[src/sfrc_pkg.sv]
// Constants and types shared by the serial flash read-command sequencer.
`default_nettype none
package sfrc_pkg;
    // Read opcodes.
    localparam logic [7:0] OPC_LEGACY  = 8'hE8;
    localparam logic [7:0] OPC_HIGH    = 8'h0B;
    localparam logic [7:0] OPC_LOW     = 8'h03;
    localparam logic [7:0] OPC_PAGE    = 8'hD2;
    localparam logic [7:0] OPC_BUF1_HS = 8'hD4;
    localparam logic [7:0] OPC_BUF1_LS = 8'hD1;
    localparam logic [7:0] OPC_BUF2_HS = 8'hD6;
    localparam logic [7:0] OPC_BUF2_LS = 8'hD3;

    // Rising-edge counts, from select low, of the last bit of each phase.
    localparam logic [6:0] OPC_LAST   = 7'h07;
    localparam logic [6:0] ADDR_LAST  = 7'h1F;
    localparam logic [6:0] LONG_LAST  = 7'h3F;
    localparam logic [6:0] SHORT_LAST = 7'h27;

    // Last byte offset for each page size.
    localparam logic [9:0] LAST_BYTE_528 = 10'h20F;
    localparam logic [9:0] LAST_BYTE_512 = 10'h1FF;

    // Read data staging buffer.
    localparam int unsigned FIFO_WIDTH = 8;
    localparam int unsigned FIFO_DEPTH = 16;

    typedef enum logic [2:0] {
        ST_OPC   = 3'h0,
        ST_ADDR  = 3'h1,
        ST_DUMMY = 3'h2,
        ST_DATA  = 3'h3,
        ST_SKIP  = 3'h4
    } sfrc_state_type;

    typedef enum logic [2:0] {
        CMD_NONE   = 3'h0,
        CMD_LEGACY = 3'h1,
        CMD_HIGH   = 3'h2,
        CMD_LOW    = 3'h3,
        CMD_PAGE   = 3'h4,
        CMD_BUF1   = 3'h5,
        CMD_BUF2   = 3'h6
    } sfrc_cmd_type;

    typedef enum logic [1:0] {
        SRC_ARRAY = 2'h0,
        SRC_BUF1  = 2'h1,
        SRC_BUF2  = 2'h2
    } sfrc_src_type;

    typedef struct packed {
        sfrc_src_type src;
        logic [11:0]  page;
        logic [9:0]   offset;
    } sfrc_req_type;

    typedef struct packed {
        logic cs_n;
        logic sck;
        logic si;
    } sfrc_pins_type;
endpackage
`default_nettype wire

[src/sfrc_seq.sv]
// Read-command sequencer of a serial flash with its read data FIFO.
// Function
// - Legacy read: opcode E8H, three address bytes, four don't-care bytes, data.
// - 528-byte pages: upper 12 address bits page, lower 10 bits byte.
// - 512-byte pages: upper 12 of 21 bits page, lower nine byte.
// - Internal address counter advances by itself during a read.
// - Continuous reads cross into the next page without delay.
// - Continuous reads wrap from array end to first page.
// - Select rising ends the read and floats the output.
// - Array reads bypass both buffers and never alter them.
// - Fast read: opcode 0BH, three address bytes, one dummy byte.
// - Slow read: opcode 03H, three address bytes, no dummy.
// - Page read: opcode D2H, address, four don't-care bytes.
// - Page read wraps to the start of the same page.
// - Page read reaches any of the 4096 pages.
// - D4H/D1H read buffer one, D6H/D3H read buffer two.
// - 528-byte buffers: 14 ignored bits then 10-bit offset.
// - 512-byte buffers: 15 ignored bits then 9-bit offset.
// - Buffer read needs one don't-care byte before data.
// - Buffer read wraps from last byte to first.
// - Serial clock modes 0 and 3 both work.
// - Command starts at select low, 8-bit opcode, MSB first.
`timescale 1ns/1ps
`default_nettype none

////////////////////////////////////////////////////////////////////////////////
module sfrc_fifo #(
    parameter int unsigned WIDTH = 8,
    parameter int unsigned DEPTH = 16
) (
    input  wire logic                     clk,
    input  wire logic                     rst_n,
    input  wire logic                     ce,
    input  wire logic                     flush,
    input  wire logic                     in_valid,
    output logic                          in_ready,
    input  wire logic [WIDTH-1:0]         in_data,
    output logic                          out_valid,
    input  wire logic                     out_ready,
    output logic [WIDTH-1:0]              out_data
);
    // Pointers wrap naturally, so DEPTH must be a power of two.
    localparam int unsigned AW = $clog2(DEPTH);
    localparam logic [AW:0] FULL = DEPTH[AW:0];

    logic [WIDTH-1:0] mem_q [DEPTH];
    logic [AW-1:0]    wr_q;
    logic [AW-1:0]    rd_q;
    logic [AW:0]      cnt_q;
    logic             push;
    logic             pop;

    // Handshakes and honest full and empty.
    assign in_ready  = cnt_q != FULL;
    assign out_valid = cnt_q != '0;
    assign push      = in_valid & in_ready & !flush;
    assign pop       = out_valid & out_ready & !flush;
    assign out_data  = mem_q[rd_q];

    // Storage has no reset; only pointers define what is valid.
    always_ff @(posedge clk)
    begin
        if (ce && push)
            mem_q[wr_q] <= in_data;
    end

    // Pointer and fill count; flush empties at once.
    always_ff @(posedge clk or negedge rst_n)
    begin
        if (!rst_n)
        begin
            wr_q  <= '0;
            rd_q  <= '0;
            cnt_q <= '0;
        end
        else if (ce)
        begin
            wr_q  <= flush ? '0 : wr_q + AW'(push);
            rd_q  <= flush ? '0 : rd_q + AW'(pop);
            cnt_q <= flush ? '0 : cnt_q + (AW + 1)'(push) - (AW + 1)'(pop);
        end
    end
endmodule // sfrc_fifo

////////////////////////////////////////////////////////////////////////////////
module sfrc_seq
    import sfrc_pkg::*;
(
    input  wire logic          core_clk,
    input  wire logic          rstn,
    input  wire logic          ce,
    input  wire logic          cs_n,
    input  wire logic          sck,
    input  wire logic          si,
    input  wire logic          page512,
    output logic               so_out,
    output logic               so_oe_n,
    output sfrc_req_type       req,
    output logic               req_valid,
    input  wire logic          req_ready,
    input  wire logic [7:0]    rsp_data,
    input  wire logic          rsp_valid,
    output logic               rsp_ready
);
    logic [1:0]     rst_q;
    logic           rst_n_s;
    sfrc_pins_type  s1_q, s2_q, s3_q, lv_q, lv_d;
    logic           sck_rise, sck_fall, cs_act, cs_end;
    sfrc_state_type st_q, st_d;
    sfrc_cmd_type   cmd_q, opc_cmd;
    logic [6:0]     cnt_q;
    logic [23:0]    sr_q;
    logic [23:0]    addr_w;
    logic [7:0]     opc_w;
    logic [11:0]    pg_w, pg_nx;
    logic [9:0]     of_w, of_nx, last_b;
    logic [6:0]     dum_last;
    logic           mode_q, at_end, is_cont;
    logic           fetch_q, pend_q, drop_q, drv_q, so_q;
    logic           req_take, rsp_got, f_in_ready, f_out_valid;
    logic           opc_done, addr_done, bit0;
    logic [7:0]     f_out_data, sh_q;
    logic [2:0]     bit_q;

    ////////////////////////////////////////////////////////////////////////////
    // Reset release through two flops.
    always_ff @(posedge core_clk or negedge rstn)
    begin
        if (!rstn)
            rst_q <= 2'h0;
        else
            rst_q <= {rst_q[0], 1'b1};
    end
    assign rst_n_s = rst_q[1];

    // Pins cross in three flops; a level counts once stages two and three agree.
    always_ff @(posedge core_clk or negedge rst_n_s)
    begin
        if (!rst_n_s)
        begin
            s1_q <= 3'h6;
            s2_q <= 3'h6;
            s3_q <= 3'h6;
            lv_q <= 3'h6;
        end
        else if (ce)
        begin
            s1_q <= {cs_n, sck, si};
            s2_q <= s1_q;
            s3_q <= s2_q;
            lv_q <= lv_d;
        end
    end
    assign lv_d = sfrc_pins_type'((s2_q ~^ s3_q) & s3_q | (s2_q ^ s3_q) & lv_q);

    // Edges of the filtered levels; either idle clock level is fine.
    assign sck_rise = !lv_q.sck & lv_d.sck & cs_act;
    assign sck_fall = lv_q.sck & !lv_d.sck & cs_act;
    assign cs_act   = !lv_q.cs_n;
    assign cs_end   = !lv_q.cs_n & lv_d.cs_n;

    ////////////////////////////////////////////////////////////////////////////
    // Command and address decode, MSB first.
    assign addr_w    = {sr_q[22:0], lv_d.si};
    assign opc_w     = addr_w[7:0];
    assign opc_done  = sck_rise && st_q == ST_OPC && cnt_q == OPC_LAST;
    assign addr_done = sck_rise && st_q == ST_ADDR && cnt_q == ADDR_LAST;
    assign opc_cmd   = (opc_w == OPC_LEGACY) ? CMD_LEGACY :
                       (opc_w == OPC_HIGH) ? CMD_HIGH :
                       (opc_w == OPC_LOW) ? CMD_LOW :
                       (opc_w == OPC_PAGE) ? CMD_PAGE :
                       (opc_w == OPC_BUF1_HS || opc_w == OPC_BUF1_LS) ? CMD_BUF1 :
                       (opc_w == OPC_BUF2_HS || opc_w == OPC_BUF2_LS) ? CMD_BUF2 :
                       CMD_NONE;
    // Same split serves buffer offsets: high bits are ignored there.
    assign pg_w = page512 ? addr_w[20:9] : addr_w[21:10];
    assign of_w = page512 ? {1'b0, addr_w[8:0]} : addr_w[9:0];
    assign dum_last = (cmd_q == CMD_LEGACY || cmd_q == CMD_PAGE) ? LONG_LAST
                                                                 : SHORT_LAST;

    // Next state, stepped on clock rises; deselect returns it to ST_OPC at once.
    always_comb
    begin
        st_d = st_q;
        if (!cs_act)
            st_d = ST_OPC;
        else if (sck_rise)
        begin
            unique case (st_q)
                ST_OPC:   if (cnt_q == OPC_LAST)
                              st_d = (opc_cmd == CMD_NONE) ? ST_SKIP : ST_ADDR;
                ST_ADDR:  if (cnt_q == ADDR_LAST)
                              st_d = (cmd_q == CMD_LOW) ? ST_DATA : ST_DUMMY;
                ST_DUMMY: if (cnt_q == dum_last)
                              st_d = ST_DATA;
                ST_DATA:  st_d = ST_DATA;
                ST_SKIP:  st_d = ST_SKIP;
                default:  st_d = ST_SKIP;
            endcase
        end
    end

    // Input shifter, bit counter and command latch.
    always_ff @(posedge core_clk or negedge rst_n_s)
    begin
        if (!rst_n_s)
        begin
            st_q  <= ST_OPC;
            cnt_q <= 7'h00;
            sr_q  <= 24'h000000;
            cmd_q <= CMD_NONE;
        end
        else if (ce)
        begin
            st_q  <= st_d;
            cnt_q <= !cs_act ? 7'h00 : (sck_rise && st_q != ST_DATA) ? cnt_q + 7'h01 : cnt_q;
            sr_q  <= sck_rise ? addr_w : sr_q;
            cmd_q <= opc_done ? opc_cmd : cmd_q;
        end
    end

    ////////////////////////////////////////////////////////////////////////////
    // Address counter; page wraps 4095 to 0 by plain overflow.
    assign is_cont = cmd_q == CMD_LEGACY || cmd_q == CMD_HIGH || cmd_q == CMD_LOW;
    assign last_b  = mode_q ? LAST_BYTE_512 : LAST_BYTE_528;
    assign at_end  = req.offset == last_b;
    assign of_nx   = at_end ? 10'h000 : req.offset + 10'h001;
    assign pg_nx   = (at_end && is_cont) ? req.page + 12'h001 : req.page;

    // One fetch in flight; the FIFO must have room for its answer.
    assign req_valid = fetch_q & !pend_q & !drop_q & f_in_ready & cs_act;
    assign req_take  = req_valid & req_ready;
    assign rsp_ready = drop_q | f_in_ready;
    assign rsp_got   = rsp_valid & rsp_ready;

    // Fetch control: an aborted read's late answer is thrown away.
    always_ff @(posedge core_clk or negedge rst_n_s)
    begin
        if (!rst_n_s)
        begin
            req     <= '0;
            mode_q  <= 1'b0;
            fetch_q <= 1'b0;
            pend_q  <= 1'b0;
            drop_q  <= 1'b0;
        end
        else if (ce)
        begin
            if (addr_done)
            begin
                req.page   <= pg_w;
                req.offset <= of_w;
                req.src    <= (cmd_q == CMD_BUF1) ? SRC_BUF1 :
                              (cmd_q == CMD_BUF2) ? SRC_BUF2 : SRC_ARRAY;
                mode_q     <= page512;
            end
            else if (req_take)
            begin
                req.page   <= pg_nx;
                req.offset <= of_nx;
            end
            fetch_q <= cs_end ? 1'b0 : (addr_done | fetch_q);
            pend_q  <= req_take | (pend_q & !rsp_got);
            drop_q  <= cs_end ? (pend_q & !rsp_got) | req_take : drop_q & !rsp_got;
        end
    end

    sfrc_fifo #(
        .WIDTH (FIFO_WIDTH),
        .DEPTH (FIFO_DEPTH)
    ) u_fifo (
        .clk       (core_clk),
        .rst_n     (rst_n_s),
        .ce        (ce),
        .flush     (cs_end),
        .in_valid  (rsp_valid & !drop_q),
        .in_ready  (f_in_ready),
        .in_data   (rsp_data),
        .out_valid (f_out_valid),
        .out_ready (sck_fall && st_q == ST_DATA && bit_q == 3'h0),
        .out_data  (f_out_data)
    );

    ////////////////////////////////////////////////////////////////////////////
    // Output shifter on clock falls; an empty FIFO gives ones, not a stall.
    assign bit0 = bit_q == 3'h0;
    always_ff @(posedge core_clk or negedge rst_n_s)
    begin
        if (!rst_n_s)
        begin
            so_q  <= 1'b1;
            sh_q  <= 8'hFF;
            bit_q <= 3'h0;
            drv_q <= 1'b0;
        end
        else if (ce)
        begin
            if (!cs_act)
            begin
                bit_q <= 3'h0;
                drv_q <= 1'b0;
            end
            else if (sck_fall && st_q == ST_DATA)
            begin
                so_q  <= bit0 ? (f_out_data[7] | !f_out_valid) : sh_q[7];
                sh_q  <= bit0 ? {f_out_data[6:0] | {7{!f_out_valid}}, 1'b1}
                              : {sh_q[6:0], 1'b1};
                bit_q <= bit_q + 3'h1;
                drv_q <= 1'b1;
            end
        end
    end
    assign so_out  = so_q;
    assign so_oe_n = !(cs_act && drv_q && st_q == ST_DATA);
endmodule // sfrc_seq
`default_nettype wire

[config.mk]
export PLATFORM = sky130hd
export DESIGN_NAME = sfrc_seq
export DESIGN_NICKNAME = d
export VERILOG_FILES = /design/src/sfrc_pkg.sv /design/src/sfrc_seq.sv
export SDC_FILE = /design/constraint.sdc
export NUM_CORES = 1
export LEC_CHECK = 0
export ABC_AREA = 1
export BUFFER_PORTS_ARGS = -buffer_cell sky130_fd_sc_hd__buf_4
export CAP_MARGIN = 20
export CORE_ASPECT_RATIO = 0.75
export CORE_MARGIN = 2
export CORE_UTILIZATION = 50
export CTS_CLUSTER_SIZE = 25
export DETAILED_ROUTE_END_ITERATION = 10
export GPL_ROUTABILITY_DRIVEN = 0
export HOLD_SLACK_MARGIN = 0.12
export PLACE_DENSITY = 0.66
export SLEW_MARGIN = 30
export SYNTH_ARGS = -nofsm -noshare
export SYNTH_HDL_FRONTEND = slang
export SYNTH_HIERARCHICAL = 1
export SYNTH_SLANG_ARGS = --single-unit
[constraint.sdc]
create_clock -name core_clk -period 4.35 [get_ports core_clk]
set_clock_uncertainty 0.05 [all_clocks]
set_input_delay 0.6525 -clock core_clk [delete_from_list [all_inputs] [get_ports core_clk]]
set_output_delay 0.6525 -clock core_clk [all_outputs]
set_load 0.01 [all_outputs]
==> PnR_summary.wiki, run 1 <==
{| class="wikitable"
! Metric !! Value
|-
| LEAKAGE || 5.70 nW
|-
| Count of routing violations after the opening detailed-route iteration || 859
|-
| Global-route wire length before repair || 40.7 mm
|-
| Area growth from synthesis to final layout || 12.1%
|-
| Die Area || 23700 sq um
|-
| Routed wirelength normalized by instance count || 15.3 um
|-
| Hold slack || 0.290 ns
|-
| H-tree depth || 1
|-
| Standard cell with the maximum stage delay on the critical path || dfrtp_1
|-
| Total power density per cell area || 494 nW/um^2
|-
| Post CTS Setup Buffer Count || 0
|-
| Instance count of the mapped netlist || 1296
|-
| Number of endpoints with negative hold slack in the final report || 0
|-
| Final layout net count || 1379
|-
| Status || finished, final reports clean
|-
| Post-synth EDFFs || 128
|-
| Total I/O pin count || 45
|-
| Top achievable clock speed || 315 MHz
|-
| Initial DRT Pass Iterations || 6
|-
| Total power || 0.00623 W
|-
| Maximum number of buffers from clock root to sink || 3
|-
| Area after DPL || 11900 sq um
|-
| Cell occurring most often along the worst timing path || inv_1
|-
| Antenna Nets Post-Route || 0
|-
| CTS sink count || 229
|-
| Prevailing post-synth register cell || edfxtp_1
|-
| Class of the tightest hold or removal check || input port to register
|-
| Required time worst endpoint || 4.72 ns
|-
| Share of the synthesized area in the top cell type || 34.2%
|-
| Largest stage delay on the critical path || 0.41 ns
|-
| Pin count of the biggest net entering global routing || 59
|-
| Vias in the first global route || 7631
|-
| Sum of buffers and inverters on the critical path || 7
|-
| Top cells by instance count after synthesis || 436 x nand2_1, 138 x inv_1, 128 x edfxtp_1, 124 x nor2_1, 100 x nand3_1
|-
| Width of the die || 177 um
|-
| CP Cell Sequence || inv_1 -> ha_1 -> inv_1 -> nor2_1 -> clkinv_1 -> nor2_1 -> nand3_1 -> inv_1 -> ha_1 -> inv_1 -> ha_1 -> inv_1 -> fa_1 -> inv_1 -> nand3_1 -> nand2_1 -> nand2_1 -> nand3_1 -> nand2_1
|-
| Clock tree from TritonCTS || done
|-
| Total of fill cells in the finished design || 1949
|-
| Total standard cell area after synthesis || 11200 sq um
|-
| Post-Layout Inst Area || 12600 sq um
|-
| Leading post-synthesis cells by cell area || edfxtp_1 34%, dfrtp_1 19%, nand2_1 15%
|-
| Distinct cell type count of the synthesized netlist || 48
|-
| Post-route insts no fill || 1655
|-
| Total number of placement rows || 47
|-
| Headroom to the max-slew limit || 48.4%
|-
| Count of synthesis-stage warnings from yosys || 6
|-
| Floorplan core area || 22100 sq um
|-
| Worst path arrival time || 3.54 ns
|-
| Latest clock arrival within the worst-skew pair || 0.53 ns
|-
| Initial cell density of the core || 51.0%
|-
| Nature of the critical path startpoint || register
|-
| Per-instance average area after synthesis || 8.68 sq um
|-
| Total routed wirelength || 25.4 mm
|-
| DRC violation count after routing || 0
|-
| Share of layout cells above drive strength 1 || 11.4%
|-
| Worst-margin pin slew || 0.775 ns
|-
| Register Area || 6400 sq um
|-
| Post-synthesis cell type with the largest combined area || edfxtp_1
|-
| Number of placed instances, taps included || 1610
|-
| Count of vias placed by the detailed router || 8527
|-
| CTS clk-pin slew, worst paths || 0.06 ns
|-
| Diodes inserted || 0
|-
| Final count of pins violating max slew || 0
|-
| Final setup violation count || 0
|-
| Register bit count reported by yosys || 229
|-
| Fraction of registers with async set or reset after synthesis || 44.1%
|-
| Number of buffers added on ports || 44
|-
| Vertical die dimension || 134 um
|-
| Num CTS Buffers || 24
|-
| Unrepaired setup endpoints after global routing || no
|-
| Root buf cell || clkbuf_16
|-
| Max cap viols || 0
|-
| CP Capture Type || register
|-
| Max Fanout on Critical Path || 9
|-
| Setup TNS after final layout || 0 ns
|-
| Delay-heaviest family, CP || simple AND/OR/NAND/NOR gates
|-
| Antenna violations before repair || 0
|-
| Final critical-path required period || 3.17 ns
|-
| Overall global routing resource usage || 21.8%
|-
| Sequential area share after synthesis || 56.8%
|-
| Mapped Nets || 1332
|-
| Total global routing overflow || 0
|-
| Critical path type || register to register
|-
| Library cell with the highest instance count after synthesis || nand2_1
|-
| Final period utilization || 72.9%
|-
| Worst vdd ir || 0.000367 V
|-
| HPWL Detailed || 16.7 mm
|-
| Vias per inst || 5.15
|-
| Footprint of the multi-input gates || 4070 sq um
|}
## final cells by class
type | instances | area share [%]
Timing Repair Buffer | 63 | 3.77
Sequential cell | 229 | 50.7
Tap cell | 294 | 2.92
Multi-Input combinational cell | 875 | 32.3
Inverter | 150 | 4.47
Clock buffer | 35 | 5.40
Clock inverter | 9 | 0.417
## flip-flops by register name, summed over array words and instances, names as in the netlist
name,flops
req,24
drop_q,1
mode_q,1
u_fifo/wr_q,4
u_fifo/rd_q,4
u_fifo/mem_q,128
drv_q,1
sr_q,21
so_out,1
pend_q,1
fetch_q,1
bit_q,3
rst_q,2
s1_q,3
cmd_q,3
u_fifo/cnt_q,5
s2_q,3
cnt_q,7
lv_q,3
sh_q,7
st_q,3
s3_q,3
## through the flow
stage          util, %  worst slack (ns)
2_1_floorplan        -              1.31
3_3_place_gp      53.7              1.31
3_5_place_dp      53.8              1.22
4_1_cts           57.1              1.22
5_1_grt           57.2             0.872
6_report          57.2              1.18
## worst paths after layout
path,start,end,slack [ns],depth (start not counted)
max,bit_q[0],u_fifo/cnt_q[4],1.18,19
min,cs_n,s1_q[2],0.29,3
max reg2reg,bit_q[0],u_fifo/cnt_q[4],1.18,19
min reg2reg,rst_q[0],rst_q[1],0.30,0
max in group asynchronous,rst_q[1],cnt_q[0],2.81,1
min in group asynchronous,rst_q[1],sr_q[11],0.37,0
## per-layer routing
layer	GRT usage [%]	up-vias	part of all wire (%)
met5	0	-	0
met4	4.18	0	1.4
met3	2.75	27	6.6
met2	30.9	221	42
met1	35.8	3987	50
li1	-	4292	-
## worst register-to-register path, delay by kind of cell (launching register included)
| kind | cells | cell delay [ns] |
|---|---|---|
| AND/OR/NAND/NOR | 8 | 1.02 |
| flip-flops | 1 | 0.41 |
| adder cells (fa/ha/maj) | 4 | 0.85 |
| buffers and inverters | 7 | 0.75 |
## logic make-up after synthesis
family / synth area share (%)
AND/OR/NAND/NOR: 27.3
flip-flops: 56.8
buffers and inverters: 7.15
AO/OA/AOI/OAI: 5.57
adder cells (fa/ha/maj): 2.18
XOR/XNOR: 0.934
other: 0.0333
## where the power goes
group	total [W]	switching (W)	internal [W]
clock	0.00191	0.000823	0.00109
combinational	0.00146	0.000955	0.000507
sequential	0.00286	0.000275	0.00258
## cells in the final DEF, fill, tap and decap left out, drive strengths merged
cell type    count
buf             62
o21ai           78
nor3b            1
nor2           129
dfrtp           85
nand4           13
inv            148
clkinv          11
a22oi            1
fa               1
o21a             1
nand2          439
nand3          104
edfxtp         128
xnor2            2
nor3            33
a21oi           26
dlygate4sd3      1
clkbuf          35
dfstp           16
conb             1
ha              18
o22ai            1
nand3b           3
a31oi            5
or2              3
xor2            10
nor4             1
a32o             1
o31ai            2
a41oi            1
o21bai           1
## what timing repair did
action	in CTS	in global routing
hold buffers	1	0
hold endpoints to repair	2	0
setup endpoints to repair	0	0
gates resized for setup	0	0
(Power assumes the default switching activity.)
==> run 2: changes to the inputs <==
--- a/config.mk
+++ b/config.mk
@@ -15,7 +15,7 @@
 export DETAILED_ROUTE_END_ITERATION = 10
 export GPL_ROUTABILITY_DRIVEN = 0
 export HOLD_SLACK_MARGIN = 0.12
-export PLACE_DENSITY = 0.66
+export PLACE_DENSITY = 0.68
 export SLEW_MARGIN = 30
 export SYNTH_ARGS = -nofsm -noshare
 export SYNTH_HDL_FRONTEND = slang
==> constraint.sdc (replaced) <==
create_clock -name core_clk -period 2.8 [get_ports core_clk]
set_clock_uncertainty 0.05 [all_clocks]
set_input_delay 0.42 -clock core_clk [delete_from_list [all_inputs] [get_ports core_clk]]
set_output_delay 0.42 -clock core_clk [all_outputs]
set_load 0.01 [all_outputs]
==> run 2 against run 1 <==
Against the previous run:
- utilization is 1.9 points higher
- total power up 58%
- first-iteration DRC count is 8.5% lower
- final cell count is 2.1% higher
- routed wire length down 0.37%
- clock power increased by 62%
- sequential cell count unchanged
- worst setup slack lost 1.2 ns
- critical path depth decreased by 1
- hold slack got worse by 0.14 ns
- clock-buffer cell count is 3 lower
- critical path type unchanged
- highest routed layer unchanged
==> PnR_summary.wiki, run 2 (same netlist as run 1, synthesis figures left out) <==
{| class="wikitable"
! Metric !! Value
|-
| Standard cell with the maximum stage delay on the critical path || dfstp_2
|-
| Max Fanout on Critical Path || 2 (-7)
|-
| Antenna violations before repair || 0 (unchanged)
|-
| Total I/O pin count || 45 (unchanged)
|-
| Most common cell after layout, fill and taps aside || nand2_1
|-
| Required time worst endpoint || 3.16 ns (-1.56 ns)
|-
| Final worst-path setup slack || 0.0189 ns (-1.16 ns)
|-
| Num CTS Buffers || 24 (unchanged)
|-
| Diodes inserted || 0 (unchanged)
|-
| Die Area || 23700 sq um (unchanged)
|-
| Unrepaired setup endpoints after global routing || yes
|-
| Floorplan core area || 22100 sq um (unchanged)
|-
| Highest-count cells in the layout ignoring fill and taps || 432 x nand2_1, 134 x inv_1, 128 x edfxtp_1, 122 x nor2_1, 98 x nand3_1
|-
| Total number of placement rows || 47 (unchanged)
|-
| Class of the tightest hold or removal check || input port to async pin
|-
| Worst vdd ir || 0.000609 V (+66%)
|-
| CP Cell Sequence || ha_4 -> nand2_4 -> nand2_4 -> nor4_4 -> inv_1 -> nor2_2 -> nand3_2 -> inv_2 -> ha_4 -> inv_2 -> ha_4 -> inv_2 -> fa_2 -> inv_2 -> buf_4 -> a21oi_1 -> o21ai_1 -> o21ai_1
|-
| Registers with the most flip-flops || u_fifo/mem_q: 128 flops, req: 24 flops, sr_q: 21 flops
|-
| Count of vias placed by the detailed router || 8654 (+1.5%)
|-
| HPWL Detailed || 17.0 mm (+1.5%)
|-
| Cell occurring most often along the worst timing path || inv_2
|-
| Worst-margin pin slew || 0.603 ns (-0.172 ns)
|-
| H-tree depth || 1 (unchanged)
|-
| Share of layout cells above drive strength 1 || 14.2% (+2.8 points)
|-
| GRT met2 Usage || 31.8% (+0.89 points)
|-
| Max cap viols || 0 (unchanged)
|-
| Final count of pins violating max slew || 0 (unchanged)
|-
| Total routed wirelength || 25.3 mm (-0.37%)
|-
| Nature of the critical path startpoint || register
|-
| Worst path arrival time || 3.14 ns (-0.40 ns)
|-
| Top achievable clock speed || 360 MHz (+14%)
|-
| Post-Layout Inst Area || 13000 sq um (+3.3%)
|-
| Initial cell density of the core || 51.0% (unchanged)
|-
| Final layout net count || 1413 (+2.5%)
|-
| Total power density per cell area || 757 nW/um^2 (+53%)
|-
| Busiest metal layer after global routing || met1
|-
| Worst slack at placement || -0.176 ns (-1.39 ns)
|-
| Fraction of met1 tracks used by global routing || 34.9% (-0.88 points)
|-
| Vias in the first global route || 7887 (+3.4%)
|-
| Total global routing overflow || 0 (unchanged)
|-
| Routed wirelength normalized by instance count || 15.0 um (-2.4%)
|-
| Clock tree from TritonCTS || done
|-
| Final critical-path required period || 2.78 ns (-0.390 ns)
|-
| Count of routing violations after the opening detailed-route iteration || 786 (-8.5%)
|-
| Max reg flops || 128 (unchanged)
|-
| Initial DRT Pass Iterations || 6 (unchanged)
|-
| Global-route wire length before repair || 40.9 mm (+0.32%)
|-
| Area after DPL || 12100 sq um (+1.6%)
|-
| CTS clk-pin slew, worst paths || 0.06 ns (about the same)
|-
| Number of buffers added on ports || 44 (unchanged)
|-
| DRC violation count after routing || 0 (unchanged)
|-
| Vertical die dimension || 134 um (unchanged)
|-
| Final setup violation count || 0 (unchanged)
|-
| Final period utilization || 99.3% (+26 points)
|-
| Area growth from synthesis to final layout || 15.8%
|-
| Register-to-register setup slack || 0.02 ns (-1.16 ns)
|-
| CP Capture Type || register
|-
| Headroom to the max-slew limit || 59.8% (+11 points)
|-
| Maximum number of buffers from clock root to sink || 3 (unchanged)
|-
| Status || finished, final reports clean
|-
| Setup TNS after final layout || 0 ns (unchanged)
|-
| M3 GR Usage || 3.20% (+0.45 points)
|-
| Overall global routing resource usage || 21.9% (+0.044 points)
|-
| LEAKAGE || 5.89 nW (+3.3%)
|-
| Largest register by flop count || u_fifo/mem_q
|-
| Critical path type || register to register
|-
| Number of endpoints with negative hold slack in the final report || 0 (unchanged)
|-
| Antenna Nets Post-Route || 0 (unchanged)
|-
| Pin count of the biggest net entering global routing || 65 (+10%)
|-
| Latest clock arrival within the worst-skew pair || 0.53 ns (about the same)
|-
| Vias per inst || 5.12 (-0.55%)
|-
| Largest stage delay on the critical path || 0.55 ns (+0.14 ns)
|-
| Root buf cell || clkbuf_16
|-
| Width of the die || 177 um (unchanged)
|-
| CTS sink count || 229 (unchanged)
|}
run 2: cell count changes in the layout (fill, tap and decap cells not counted), sizes merged:
cell and delta:
bufinv +2, clkinvlp +1, buf +31, dlygate4sd3 +3
clkbuf -3
run 2: routing by layer:
layer	wire (um)	up-vias
met4	378	0
met1	12400	4030
li1	-	4352
met3	1810	29
met5	0	-
met2	10600	243
run 2: through the flow:
| stage | total power [W] | hold WS, ns | utilization (%) | instances |
|---|---|---|---|---|
| global placement | 0.00667 | 0.154 | 54.6 | 1634 |
| floorplan | 0.00600 | 0.0744 | - | 1296 |
| global route | 0.0105 | 0.135 | 59.1 | 1689 |
| finish | 0.00986 | 0.153 | 59.1 | 1689 |
| CTS | 0.00988 | 0.126 | 58.7 | 1688 |
| detailed placement | 0.00674 | 0.154 | 54.6 | 1634 |
run 2: path summary, 6_finish.rpt:
check                       startpoint            endpoint  cells after the start
setup / recovery               s3_q[1]     u_fifo/cnt_q[2]                     18
hold / removal                    rstn            rst_q[1]                      2
setup reg to reg               s3_q[1]     u_fifo/cnt_q[2]                     18
hold reg to reg               rst_q[1]             req[11]                      0
max in group asynchronous     rst_q[1]             s1_q[1]                      1
min in group core_clk      rsp_data[3]  u_fifo/mem_q[0][3]                      1
run 2: final cells by class:
cell class                      instances  area [sq um]
Sequential cell                       229          6400
Tap cell                              294           368
Timing Repair Buffer                   97           763
Inverter                              150           563
Clock buffer                           32           641
Fill cell                            1870          9020
Clock inverter                         12           121
Multi-Input combinational cell        875          4180
run 2: timing repair:
item / 4_1_cts / 5_1_grt
gates resized for setup: 12 / 19
setup endpoints to repair: 2 / 8
hold buffers: 4 / 0
endpoints found under the hold margin: 5 / 0
pin swaps: 9 / 10
buffers inserted: 6 / 1
run 2: worst max-delay path: cells and delay by family, from the launching register on:
kind	cells	cell delay [ns]
buffers and inverters	6	0.45
adders and majority gates	4	0.86
DFF	1	0.55
and+or+nand+nor	5	0.59
AOI/OAI and AO/OA	3	0.19
run 2: power by group:
part,internal (W),leakage (nW),switching (W)
sequential,0.00401,2.38,0.000414
combinational,0.000853,3.13,0.00149
clock,0.00180,0.373,0.00129
total,0.00666,5.89,0.00320
==> run 3: changes to the inputs <==
--- a/config.mk
+++ b/config.mk
@@ -6,18 +6,17 @@
 export NUM_CORES = 1
 export LEC_CHECK = 0
 export ABC_AREA = 1
-export BUFFER_PORTS_ARGS = -buffer_cell sky130_fd_sc_hd__buf_4
 export CAP_MARGIN = 20
 export CORE_ASPECT_RATIO = 0.75
 export CORE_MARGIN = 2
 export CORE_UTILIZATION = 50
 export CTS_CLUSTER_SIZE = 25
 export DETAILED_ROUTE_END_ITERATION = 10
+export DONT_BUFFER_PORTS = 1
 export GPL_ROUTABILITY_DRIVEN = 0
 export HOLD_SLACK_MARGIN = 0.12
-export PLACE_DENSITY = 0.68
+export PLACE_DENSITY = 0.67
 export SLEW_MARGIN = 30
 export SYNTH_ARGS = -nofsm -noshare
 export SYNTH_HDL_FRONTEND = slang
-export SYNTH_HIERARCHICAL = 1
 export SYNTH_SLANG_ARGS = --single-unit
==> run 3 against run 2 <==
Against the previous run:
- area after synthesis fell by 4.2%
- critical endpoint is now u_fifo.cnt_q[4]
- register-to-register slack improved by 0.17 ns
- first-iteration DRC count fell by 4.1%
- largest power group unchanged
==> PnR_summary.wiki, run 3 <==
{| class="wikitable"
! Metric !! Value
|-
| Count of routing violations after the opening detailed-route iteration || 754 (-4.1%)
|-
| Delay-heaviest family, CP || adder cells
|-
| Worst-margin pin slew || 0.883 ns (+0.280 ns)
|-
| Total number of placement rows || 46 (-2.1%)
|-
| Beginning of the worst hold path || ce
|-
| LEAKAGE || 5.06 nW (-14%)
|-
| Status || finished, final reports clean
|-
| Hold slack || 0.135 ns (-0.0180 ns)
|-
| CTS clk-pin slew, worst paths || 0.06 ns (about the same)
|-
| Area growth from synthesis to final layout || 14.0%
|-
| Post-route insts no fill || 1491 (-12%)
|-
| Startpoint of the worst setup timing path || s2_q[1]
|-
| Core occupancy in the finished layout || 58.2% (-0.92 points)
|-
| Prevailing post-synth register cell || edfxtp_1
|-
| Largest stage delay on the critical path || 0.54 ns (about the same)
|-
| Total I/O pin count || 45 (unchanged)
|-
| Compound-Gate Fraction of Synth Area || 11.1% (+5.6 points)
|-
| Vias per inst || 5.49 (+7.1%)
|-
| Library cell with the highest instance count after synthesis || nand2_1
|-
| Num CTS Buffers || 24 (unchanged)
|-
| Top achievable clock speed || 383 MHz (+6.5%)
|-
| Unrepaired setup endpoints after global routing || no
|-
| Total global routing overflow || 0 (unchanged)
|-
| Final period utilization || 93.2% (-6.1 points)
|-
| DRC violation count after routing || 0 (unchanged)
|-
| Width of the die || 173 um (-2.1%)
|-
| Post-synth EDFFs || 128 (unchanged)
|-
| Worst path arrival time || 2.93 ns (-0.21 ns)
|-
| Mapped Nets || 1175 (-12%)
|-
| Maximum number of buffers from clock root to sink || 3 (unchanged)
|-
| Antenna Nets Post-Route || 0 (unchanged)
|-
| Share of layout cells above drive strength 1 || 10.5% (-3.7 points)
|-
| Max cap viols || 0 (unchanged)
|-
| Simple-gate share of the synthesized area || 20.8% (-6.6 points)
|-
| Root buf cell || clkbuf_16
|-
| Vertical die dimension || 131 um (-2.1%)
|-
| Antenna violations before repair || 3 (+3)
|-
| R2R cell count || 13 (-5)
|-
| Nature of the critical path startpoint || register
|-
| Clock tree from TritonCTS || done
|-
| Distinct cell type count of the synthesized netlist || 45 (-6.3%)
|-
| Total standard cell area after synthesis || 10800 sq um (-4.2%)
|-
| Multiplexer share of the synthesized area || 0.186% (+0.19 points)
|-
| Adder-cell area share of the yosys netlist || 2.16% (-0.020 points)
|-
| Number of placed instances, taps included || 1421 (-13%)
|-
| Sum of buffers and inverters on the critical path || 2 (-4)
|-
| Per-instance average area after synthesis || 9.45 sq um (+8.9%)
|-
| Most common cell after layout, fill and taps aside || nand2_1
|-
| Final setup violation count || 0 (unchanged)
|-
| Total routed wirelength || 25.1 mm (-0.68%)
|-
| Routed wirelength normalized by instance count || 16.8 um (+13%)
|-
| Endpoint of the worst register-to-register path || u_fifo.cnt_q[4]
|-
| Worst slack at placement || 0.00386 ns (+0.180 ns)
|-
| Largest register by flop count || u_fifo.mem_q
|-
| Min-Delay Path Depth || 2
|-
| Required time worst endpoint || 3.12 ns (-0.04 ns)
|-
| Overall global routing resource usage || 22.4% (+0.52 points)
|-
| Critical path type || register to register
|-
| Max reg flops || 128 (unchanged)
|-
| CTS sink count || 229 (unchanged)
|-
| Setup TNS after final layout || 0 ns (unchanged)
|-
| Number of endpoints with negative hold slack in the final report || 0 (unchanged)
|-
| Final worst-path setup slack || 0.189 ns (+0.171 ns)
|-
| Headroom to the max-slew limit || 41.1% (-19 points)
|-
| Registers with the most flip-flops || u_fifo.mem_q: 128 flops, req: 24 flops, sr_q: 21 flops
|-
| Count of synthesis-stage warnings from yosys || 0 (-6)
|-
| Max Fanout on Critical Path || 3 (+1)
|-
| Final count of pins violating max slew || 0 (unchanged)
|-
| Global-route wire length before repair || 40.8 mm (-0.25%)
|-
| Share of the synthesized area in the top cell type || 35.7% (+1.5 points)
|-
| Count of vias placed by the detailed router || 8183 (-5.4%)
|-
| Sequential area share after synthesis || 59.3% (+2.5 points)
|-
| Latest clock arrival within the worst-skew pair || 0.52 ns (about the same)
|-
| Class of the tightest hold or removal check || input port to register
|-
| Hold Crit Endpoint || pend_q
|-
| Top cells by instance count after synthesis || 222 x nand2_1, 167 x nor2_1, 128 x edfxtp_1, 121 x o21ai_0, 94 x inv_1
|-
| Register-to-register setup slack || 0.19 ns (+0.17 ns)
|-
| CP Capture Type || register
|-
| Floorplan core area || 21100 sq um (-4.2%)
|-
| Vias in the first global route || 7631 (-3.2%)
|-
| Register bit count reported by yosys || 229 (unchanged)
|-
| Post-synthesis cell type with the largest combined area || edfxtp_1
|-
| H-tree depth || 1 (unchanged)
|-
| Worst vdd ir || 0.000486 V (-20%)
|-
| Final critical-path required period || 2.61 ns (-0.171 ns)
|-
| Standard cell with the maximum stage delay on the critical path || dfstp_2
|-
| Leading post-synthesis cells by cell area || edfxtp_1 36%, dfrtp_1 20%, nand2_1 7.7%
|-
| CP Cell Sequence || ha_1 -> nand3b_1 -> nor2_2 -> nand3_1 -> nor2_2 -> inv_1 -> nand2_1 -> ha_1 -> inv_1 -> fa_2 -> o21ai_1 -> xor2_1 -> o22ai_1
|-
| Number of buffers added on ports || 0 (-100%)
|-
| HPWL Detailed || 16.8 mm (-0.70%)
|-
| Final layout net count || 1218 (-14%)
|-
| Initial DRT Pass Iterations || 5 (-1)
|-
| Total of fill cells in the finished design || 1840 (-1.6%)
|-
| Dominant combinational cell family by area after synthesis || simple AND/OR/NAND/NOR gates
|-
| Beginning of the worst register-to-register path || s2_q[1]
|-
| Total power density per cell area || 772 nW/um^2 (+2.0%)
|-
| Initial cell density of the core || 51.0% (about the same)
|-
| Fraction of registers with async set or reset after synthesis || 44.1% (unchanged)
|-
| Pin count of the biggest net entering global routing || 45 (-31%)
|-
| Instance count of the mapped netlist || 1140 (-12%)
|-
| Xor/xnor share of the synthesized area || 0.813% (-0.12 points)
|-
| Die Area || 22700 sq um (-4.1%)
|-
| Highest-count cells in the layout ignoring fill and taps || 222 x nand2_1, 165 x nor2_1, 128 x edfxtp_1, 120 x o21ai_0, 94 x inv_1
|}
run 3: cell count changes after synthesis, sizes merged, moves of 4 or more:
cell    previous run  this run
o211ai             0        36
o22ai              1         5
inv              148        99
nand4             13        20
clkinv             2         6
nor3              33        19
nor2             129       170
o21ai             78       129
nand3            104        76
nand2            439       227
run 3: cell type report:
cell class	instances	area, sq um	share of cell area [%]
antenna	2	5.00	0.0407
clock buffer	35	686	5.58
clock inverter	9	111	0.907
inverter	105	400	3.26
multi-input combinational	763	3790	30.8
sequential	229	6400	52.1
tap	288	360	2.93
timing repair buffer	60	536	4.36
run 3: worst max path at each step:
stage,end,slack [ns],depth (start not counted)
6_report,u_fifo.cnt_q[4],0.19,13
5_1_grt,u_fifo.wr_q[1],0.02,12
4_1_cts,u_fifo.cnt_q[4],0.003,13
3_5_place_dp,u_fifo.cnt_q[4],0.004,13
3_3_place_gp,u_fifo.cnt_q[4],0.07,13
2_1_floorplan,u_fifo.cnt_q[4],0.14,13
run 3: metrics by stage:
step / cell area [sq um] / power (W)
final: 12300 / 0.00948
after floorplan: 10800 / 0.00571
after detailed placement: 11200 / 0.00625
after global placement: 11200 / 0.00620
after CTS: 12300 / 0.00952
after global routing: 12300 / 0.0100
run 3: layer usage:
layer / routed length (um) / vias up / track usage, %
li1: - / 3962 / -
met1: 12200 / 3926 / 35.5
met2: 10700 / 258 / 31.3
met3: 1780 / 37 / 4.60
met4: 469 / 0 / 5.37
met5: 0 / - / 0
run 3: kinds of logic after synthesis:
kind of cell,Yosys count
and+or+nand+nor,519
DFF,229
AOI/OAI and AO/OA,213
buffers and inverters,148
adders and majority gates,18
xor gates and xnor gates,10
muxes,2
other,1
run 3: report_power, final:
part           leakage, nW  internal (W)  total [W]  switching [W]
combinational         2.30      0.000674    0.00187        0.00119
clock                0.387       0.00189    0.00318        0.00129
sequential            2.37       0.00400    0.00443       0.000436
run 3: worst register-to-register path, stage by stage (launching register included):
cell and delay (ns):
dfstp_2 0.54, ha_1 0.24, nand3b_1 0.18, nor2_2 0.14, nand3_1 0.13, nor2_2 0.11
inv_1 0.07, nand2_1 0.07, ha_1 0.16, inv_1 0.06, fa_2 0.35, o21ai_1 0.15
xor2_1 0.15, o22ai_1 0.08
run 3: timing repair:
action                                  CTS  global route
endpoints found under the setup margin    1            51
resized for setup                         1             4
setup buffers                             0             1
pin swaps                                 0             2
hold buffers                             23             0
hold endpoints to repair                155             0
